`config.mk`:
```
export PLATFORM = sky130hd
export DESIGN_NAME = imc_mask_control
export DESIGN_NICKNAME = d
export VERILOG_FILES = /design/src/common/imc_pkg.sv /design/src/rtl/imc_mask_control.sv
export SDC_FILE = /design/constraint.sdc
export NUM_CORES = 1
export LEC_CHECK = 0
export BUFFER_PORTS_ARGS = -buffer_cell sky130_fd_sc_hd__buf_4
export CAP_MARGIN = 20
export CORE_ASPECT_RATIO = 0.6
export CORE_UTILIZATION = 59
export CTS_BUF_LIST = sky130_fd_sc_hd__clkbuf_8
export DETAILED_ROUTE_END_ITERATION = 12
export GPL_ROUTABILITY_DRIVEN = 1
export PLACE_DENSITY = 0.82
export SYNTH_ARGS = -nofsm -noshare
export SYNTH_HDL_FRONTEND = slang
export SYNTH_SLANG_ARGS = --single-unit
```
`constraint.sdc`:
```
create_clock -name core_clk -period 2.3 [get_ports core_clk]
set_input_delay 0.69 -clock core_clk [delete_from_list [all_inputs] [get_ports core_clk]]
set_output_delay 0.69 -clock core_clk [all_outputs]
set_load 0.1 [all_outputs]
```
`src/common/imc_pkg.sv`:
```
package imc_pkg;
    // Source count and mask weights.
    localparam int NUM_SRC = 5;
    localparam int SRC_A = 0;
    localparam int SRC_B = 1;
    localparam int SRC_C = 2;
    localparam int SRC_D = 3;
    localparam int SRC_TMR = 4;
    localparam logic [4:0] MASK_NONE = 5'h00;
    localparam logic [4:0] MASK_ALL = 5'h1f;
    localparam int LABEL_W = 16;
    localparam logic [LABEL_W-1:0] LABEL_RESET = 16'h0000;
    localparam logic [2:0] SRC_IDLE = 3'h7;
    typedef enum logic [1:0] {
        IMC_RUN,
        IMC_HANDLER
    } imc_state_t;
endpackage : imc_pkg

```
`src/rtl/imc_mask_control.sv`:
```
`timescale 1ns/100ps
`default_nettype none

module imc_mask_control (
    // Clock and reset.
    input wire logic core_clk,
    input wire logic reset,
    // Source configuration.
    input wire logic [4:0] srcConfigured,
    // Commands from the sequencer.
    input wire logic maskOffCommand,
    input wire logic maskOnCommand,
    input wire logic [4:0] sourceSelectMask,
    // Handler label writes.
    input wire logic labelWrite,
    input wire logic [2:0] labelIndex,
    input wire logic [15:0] labelData,
    // Trigger inputs.
    input wire logic extIrqA,
    input wire logic extIrqB,
    input wire logic extIrqC,
    input wire logic extIrqD,
    input wire logic timerTick,
    // Handler return and error clear.
    input wire logic handlerReturn,
    input wire logic errorClear,
    // Status.
    output logic [4:0] enabledStatus,
    output logic programExecErrorFlag,
    output logic errorLed,
    // Dispatch.
    output logic dispatchValid,
    output logic [2:0] dispatchSource,
    output logic [15:0] dispatchLabel,
    output logic inHandler
);

    logic [4:0] enable_q, enable_d;
    logic err_q, err_d;
    logic [4:0] trigPrev_q, trigPrev_d;
    logic [15:0] label_q [imc_pkg::NUM_SRC];
    logic [15:0] label_d [imc_pkg::NUM_SRC];
    imc_pkg::imc_state_t state_q, state_d;
    logic [2:0] curSrc_q, curSrc_d;
    logic dispV_q, dispV_d;
    logic [15:0] dispL_q, dispL_d;
    logic [4:0] trig, rise, pend;
    logic cmd, badCmd;
    logic [2:0] pick;

    assign trig = {timerTick, extIrqD, extIrqC, extIrqB, extIrqA};
    assign rise = trig & ~trigPrev_q;
    assign cmd = maskOffCommand | maskOnCommand;

    // ------------------------------------------------------------
    // Enable mask and error flag
    // ------------------------------------------------------------

    always_comb begin
        enable_d = enable_q;
        err_d = err_q;
        badCmd = cmd && (((sourceSelectMask & ~srcConfigured) != imc_pkg::MASK_NONE)
                 || state_q == imc_pkg::IMC_HANDLER
                 || sourceSelectMask == imc_pkg::MASK_NONE);
        if (cmd && !badCmd) begin
            if (maskOffCommand) begin
                enable_d = enable_q & ~sourceSelectMask;
            end
            else begin
                enable_d = enable_q | sourceSelectMask;
            end
        end
        if (errorClear) begin
            err_d = 1'b0;
        end
        if (badCmd) begin
            err_d = 1'b1;
        end
    end

    always_ff @(posedge core_clk) begin
        if (reset) begin
            enable_q <= imc_pkg::MASK_ALL;
            err_q <= 1'b0;
        end else begin
            enable_q <= enable_d;
            err_q <= err_d;
        end
    end

    assign enabledStatus = enable_q & srcConfigured;
    assign programExecErrorFlag = err_q;
    assign errorLed = err_q;

    // ------------------------------------------------------------
    // Handler labels
    // ------------------------------------------------------------

    always_comb begin
        for (int i = 0; i < imc_pkg::NUM_SRC; i++) begin
            label_d[i] = label_q[i];
        end
        if (labelWrite && labelIndex < 3'(imc_pkg::NUM_SRC)) begin
            label_d[labelIndex] = labelData;
        end
    end

    always_ff @(posedge core_clk) begin
        for (int i = 0; i < imc_pkg::NUM_SRC; i++) begin
            if (reset) begin
                label_q[i] <= imc_pkg::LABEL_RESET;
            end else begin
                label_q[i] <= label_d[i];
            end
        end
    end

    // ------------------------------------------------------------
    // Dispatch
    // ------------------------------------------------------------

    assign pend = rise & enable_q & srcConfigured;

    always_comb begin
        pick = imc_pkg::SRC_IDLE;
        for (int i = imc_pkg::NUM_SRC - 1; i >= 0; i--) begin
            if (pend[i]) begin
                pick = 3'(i);
            end
        end
    end

    always_comb begin
        state_d = state_q;
        curSrc_d = curSrc_q;
        dispV_d = 1'b0;
        dispL_d = dispL_q;
        trigPrev_d = trig;
        unique case (state_q)
            imc_pkg::IMC_RUN: begin
                if (pick != imc_pkg::SRC_IDLE) begin
                    state_d = imc_pkg::IMC_HANDLER;
                    curSrc_d = pick;
                    dispV_d = 1'b1;
                    dispL_d = label_q[pick];
                end
            end
            imc_pkg::IMC_HANDLER: begin
                if (handlerReturn) begin
                    state_d = imc_pkg::IMC_RUN;
                    curSrc_d = imc_pkg::SRC_IDLE;
                end
            end
        endcase
    end

    always_ff @(posedge core_clk) begin
        if (reset) begin
            state_q <= imc_pkg::IMC_RUN;
            curSrc_q <= imc_pkg::SRC_IDLE;
            dispV_q <= 1'b0;
            dispL_q <= imc_pkg::LABEL_RESET;
            trigPrev_q <= imc_pkg::MASK_NONE;
        end else begin
            state_q <= state_d;
            curSrc_q <= curSrc_d;
            dispV_q <= dispV_d;
            dispL_q <= dispL_d;
            trigPrev_q <= trigPrev_d;
        end
    end

    assign dispatchValid = dispV_q;
    assign dispatchSource = curSrc_q;
    assign dispatchLabel = dispL_q;
    assign inHandler = (state_q == imc_pkg::IMC_HANDLER);

    // ------------------------------------------------------------
    // Checks
    // ------------------------------------------------------------

    a_off_clears: assert property (@(posedge core_clk) disable iff (reset)
        maskOffCommand && !maskOnCommand && !badCmd |=> (enable_q & $past(sourceSelectMask)) == 5'h00)
        else $error("mask-off left a named source enabled");
    a_on_sets: assert property (@(posedge core_clk) disable iff (reset)
        maskOnCommand && !maskOffCommand && !badCmd
        |=> (enable_q & $past(sourceSelectMask)) == $past(sourceSelectMask))
        else $error("mask-on left a named source disabled");
    a_others_kept: assert property (@(posedge core_clk) disable iff (reset)
        cmd |=> (enable_q & ~$past(sourceSelectMask)) == ($past(enable_q) & ~$past(sourceSelectMask)))
        else $error("command touched an unnamed source");
    a_reset_enabled: assert property (@(posedge core_clk)
        $past(reset) |-> enable_q == 5'h1f)
        else $error("sources not enabled after reset");
    a_no_disabled: assert property (@(posedge core_clk) disable iff (reset)
        dispatchValid |-> ($past(enable_q) & (5'h01 << dispatchSource)) != imc_pkg::MASK_NONE)
        else $error("disabled source dispatched");
    a_unconf_err: assert property (@(posedge core_clk) disable iff (reset)
        cmd && (sourceSelectMask & ~srcConfigured) != 5'h00 |=> programExecErrorFlag && errorLed)
        else $error("unconfigured source did not raise error");
    a_handler_err: assert property (@(posedge core_clk) disable iff (reset)
        cmd && inHandler |=> programExecErrorFlag ##0 $stable(enable_q))
        else $error("command in handler not flagged");
    a_err_sticky: assert property (@(posedge core_clk) disable iff (reset)
        programExecErrorFlag && !errorClear |=> programExecErrorFlag)
        else $error("error flag dropped without clear");
    a_dispatch_label: assert property (@(posedge core_clk) disable iff (reset)
        dispatchValid |-> dispatchLabel == $past(label_q[pick]) && inHandler)
        else $error("dispatch label mismatch");

    // ------------------------------------------------------------
    // Further checks
    // ------------------------------------------------------------

    a_zero_mask_err: assert property (@(posedge core_clk) disable iff (reset)
        cmd && sourceSelectMask == imc_pkg::MASK_NONE |=> programExecErrorFlag)
        else $error("empty mask not flagged");
    a_zero_mask_kept: assert property (@(posedge core_clk) disable iff (reset)
        cmd && sourceSelectMask == imc_pkg::MASK_NONE |=> $stable(enable_q))
        else $error("empty mask changed enables");
    a_unconf_kept: assert property (@(posedge core_clk) disable iff (reset)
        cmd && (sourceSelectMask & ~srcConfigured) != imc_pkg::MASK_NONE |=> $stable(enable_q))
        else $error("refused command changed enables");
    a_led_follows: assert property (@(posedge core_clk) disable iff (reset)
        errorLed == programExecErrorFlag)
        else $error("error indicator differs from flag");
    a_handler_led: assert property (@(posedge core_clk) disable iff (reset)
        cmd && inHandler |=> errorLed)
        else $error("command in handler did not light indicator");
    a_err_clear: assert property (@(posedge core_clk) disable iff (reset)
        errorClear && !badCmd |=> !programExecErrorFlag)
        else $error("error clear ignored");
    a_err_set_wins: assert property (@(posedge core_clk) disable iff (reset)
        errorClear && badCmd |=> programExecErrorFlag)
        else $error("clear beat a new error");
    a_err_no_rise: assert property (@(posedge core_clk) disable iff (reset)
        !programExecErrorFlag && !badCmd |=> !programExecErrorFlag)
        else $error("error flag rose without misuse");
    a_status_hold: assert property (@(posedge core_clk) disable iff (reset)
        !cmd ##1 $stable(srcConfigured) |-> $stable(enabledStatus))
        else $error("status changed without command");
    a_off_wins: assert property (@(posedge core_clk) disable iff (reset)
        maskOffCommand && maskOnCommand && !badCmd
        |=> (enable_q & $past(sourceSelectMask)) == imc_pkg::MASK_NONE)
        else $error("mask-off did not win over mask-on");
    a_no_early_change: assert property (@(posedge core_clk) disable iff (reset)
        !cmd |=> $stable(enable_q))
        else $error("enables changed without command");
    a_disp_pulse: assert property (@(posedge core_clk) disable iff (reset)
        dispatchValid |=> !dispatchValid)
        else $error("dispatch pulse longer than one cycle");
    a_disp_from_run: assert property (@(posedge core_clk) disable iff (reset)
        dispatchValid |-> $past(!inHandler))
        else $error("dispatch while handler ran");
    a_handler_ret: assert property (@(posedge core_clk) disable iff (reset)
        inHandler && handlerReturn |=> !inHandler && dispatchSource == imc_pkg::SRC_IDLE)
        else $error("handler return did not resume main");
    a_handler_stay: assert property (@(posedge core_clk) disable iff (reset)
        inHandler && !handlerReturn |=> inHandler && $stable(dispatchSource))
        else $error("handler left without return");
    a_disp_enters: assert property (@(posedge core_clk) disable iff (reset)
        dispatchValid |-> inHandler)
        else $error("dispatch without handler entry");
    a_idle_source: assert property (@(posedge core_clk) disable iff (reset)
        !inHandler |-> dispatchSource == imc_pkg::SRC_IDLE)
        else $error("source shown outside handler");
    a_no_disp_handler: assert property (@(posedge core_clk) disable iff (reset)
        inHandler |=> !dispatchValid)
        else $error("trigger dispatched during handler");
    a_label_keep: assert property (@(posedge core_clk) disable iff (reset)
        !labelWrite |=> $stable(label_q[imc_pkg::SRC_A]))
        else $error("label changed without write");
    a_label_write: assert property (@(posedge core_clk) disable iff (reset)
        labelWrite && labelIndex == 3'(imc_pkg::SRC_B) |=> label_q[imc_pkg::SRC_B] == $past(labelData))
        else $error("label write lost");
    a_enabled_dispatch: assert property (@(posedge core_clk) disable iff (reset)
        $rose(extIrqA) && enable_q[imc_pkg::SRC_A] && srcConfigured[imc_pkg::SRC_A] && !inHandler
        |=> dispatchValid)
        else $error("enabled input not dispatched");

endmodule : imc_mask_control

`default_nettype wire

```
==> flow_summary.json <==
{
  "min_from": "label_q[0][9]",
  "fin_crit_ns": 2.04,
  "nNetsFinal": 678,
  "floorplan.die_area_mm2": 0.00844,
  "grt_pass1_vias": 3963,
  "cp-startpoint": "state_q[0]",
  "clockBufferDepth": 2,
  "finalHoldViolations": 0,
  "placed_area_mm2": 0.00532,
  "slowest_delay_ns": 0.59,
  "criticalPathCategory": "reg -> out",
  "skew_ns": 0.00950,
  "drv_slew": 0,
  "slowest_stage": "dfxtp_1",
  "cp-start-kind": "register",
  "crit_family": "flip-flops",
  "hpwl_mm": 8.70,
  "utilization_pct": 73.1,
  "ys_types": 44,
  "synth_top_area_cell": "dfxtp_1",
  "drt_iter0_markers": 454,
  "synth_fp_nets": 624,
  "tritoncts": "yes",
  "detail_route.first_pass.iterations": 5,
  "root_buffer": "clkbuf_8",
  "postCtsSetupBuffers": 0,
  "tightest_slew_ns": 0.771,
  "p_leak_uw": 0.00196,
  "p_per_area_mw_per_mm2": 773,
  "cts.sinks": 112,
  "io_buffer_count": 68,
  "grt_antenna_before_repair": 0,
  "fin_crit_sh_pct": 88.9,
  "die_w_um": 118,
  "max_cap_viol_count": 0,
  "cts_resized": 0,
  "total_power_uw": 4260,
  "setup_tns_ns": 0,
  "numCtsBuffers": 9,
  "ys_seq_area_share_pct": 47.1,
  "grt_pass1_wl_mm": 20.5,
  "insertedDiodeCount": 0,
  "dieHeight_um": 71.6,
  "multi_input_area_mm2": 0.00215,
  "synth_top_area_share_pct": 47.1,
  "yosys_warnings": 0,
  "postSynthAreaPerCell_um2": 8.16,
  "fill_cells": 590,
  "wire_per_inst_um": 17.2,
  "gp_congestion": 0.869,
  "crit_fanout": 11,
  "routed_via_density": 5.93,
  "critPathBufInv": 1,
  "max_freq_ghz": 0.489,
  "grt_start_max_net_pins": 74,
  "crit_arrival_ns": 1.35,
  "initial_core_util_pct": 63.1,
  "clock_latency_ns": 0.39,
  "ant_nets": 0,
  "cts_htree_levels": 3,
  "seqCellArea_mm2": 0.00224,
  "area_delta_synth_final_pct": 15.8,
  "vias": 4422,
  "drt-total-wl_mm": 12.8,
  "crit_chain": "buf_4",
  "cts.clk_slew.worst_paths_ns": 0.10,
  "grt.total_usage_pct": 31.7,
  "syn-instance-count": 583,
  "finalSetupViolCount": 0,
  "yosys-top-cells-area": "dfxtp_1 47%, nand2_1 13%, a21oi_1 11%",
  "core_area_mm2": 0.00754,
  "rows": 24,
  "ys_ff_latch": 112,
  "relSlewSlack_pct": 48.6,
  "endpoint_kind": "output port",
  "drc": 0,
  "cts_hold_buf": 0,
  "outcome": "complete, no violations",
  "drive_gt1_share_pct": 19.0,
  "synth_area_mm2": 0.00476,
  "final_area_mm2": 0.00551,
  "grt.overflow.total": 0,
  "cp.required_ns": 1.61,
  "rsz0062_at_grt": "no",
  "pin_count": 69,
  "hold_class": "reg -> reg",
  "ir_drop_mv": 0.381
}
## per-layer routing
layer / wire [um] / part of all wire [%] / up-vias / track usage (%)
met5: 0 / 0 / - / 0
met4: 144 / 1.1 / 0 / 9.54
met3: 1400 / 11 / 19 / 10.3
met2: 5670 / 44 / 229 / 48.2
met1: 5620 / 44 / 2072 / 43.2
li1: - / - / 2102 / -
## power by group
group	internal, uW	total, uW	switching [uW]
logic	281	1030	753
registers	2020	2090	61.0
clock network	496	1140	643
## synth_stat cells (all sizes together)
master,number
o32a,1
nand4b,2
a21oi,115
nor3b,2
nor4,3
a21o,2
a222oi,2
or4,1
o2111ai,1
nor3,2
a211oi,6
o21a,1
a22oi,2
or3b,1
nand2b,7
nand2,163
or3,2
dfxtp,112
nor2,10
buf,17
clkbuf,25
o32ai,1
a221o,14
or2,3
a221oi,14
a32o,1
a31oi,5
o21ai,18
o41ai,1
and4b,4
nor2b,7
inv,32
and2,6
## kinds of logic after synthesis
kind of cell / after synthesis / synth area share (%)
flip-flops: 112 / 47.1
AO/OA/AOI/OAI: 184 / 24.6
buffers and inverters: 74 / 7.62
AND/OR/NAND/NOR: 213 / 20.7
## tightest hold or removal path: stages (launching register included)
cell	delay (ns)
dfxtp_1	0.32
nand2_1	0.05
a21oi_1	0.05
## through the flow
step           hold WS [ns]  worst slack [ns]  std cells
6_report              0.460             0.256        746
5_1_grt               0.481             0.167        746
2_1_floorplan         0.436             0.183        583
3_5_place_dp          0.448            0.0478        730
3_3_place_gp          0.442            0.0943        730
4_1_cts               0.461             0.264        746
## layout make-up
class	count	area share (%)
Timing Repair Buffer	85	12.3
Inverter	32	2.18
Sequential cell	112	40.7
Clock buffer	9	2.25
Tap cell	104	2.36
Multi-Input combinational cell	397	39.1
Clock inverter	7	1.16
## cells in the final DEF, fill, tap and decap left out, types with 6 or more instances in the layout
cell type and instances:
inv_1 34, o21ai_0 17, dfxtp_1 112, nand2_1 163
clkbuf_8 9, nor2_1 10, buf_4 82, and2_1 6
a221o_1 14, a221oi_1 14, a21oi_1 106, nand2b_1 7
nor2b_1 7, a211oi_1 6, a21oi_2 9
## path summary, 6_finish.rpt
kind / slack, ns / to / cells after the start
max: 0.26 / inHandler / 1
min: 0.46 / label_q[0][9] / 2
max reg2reg: 0.35 / dispatchLabel[8] / 7
min reg2reg: 0.46 / label_q[0][9] / 2
## sequential cells by signal, summed over array words and instances, names as in the netlist, named ones only
signal,count
label_q,80
state_q,1
dispatchSource,3
dispatchValid,1
errorLed,1
dispatchLabel,16
trigPrev_q,5
Note: power is estimated with default switching activity, not from simulation.
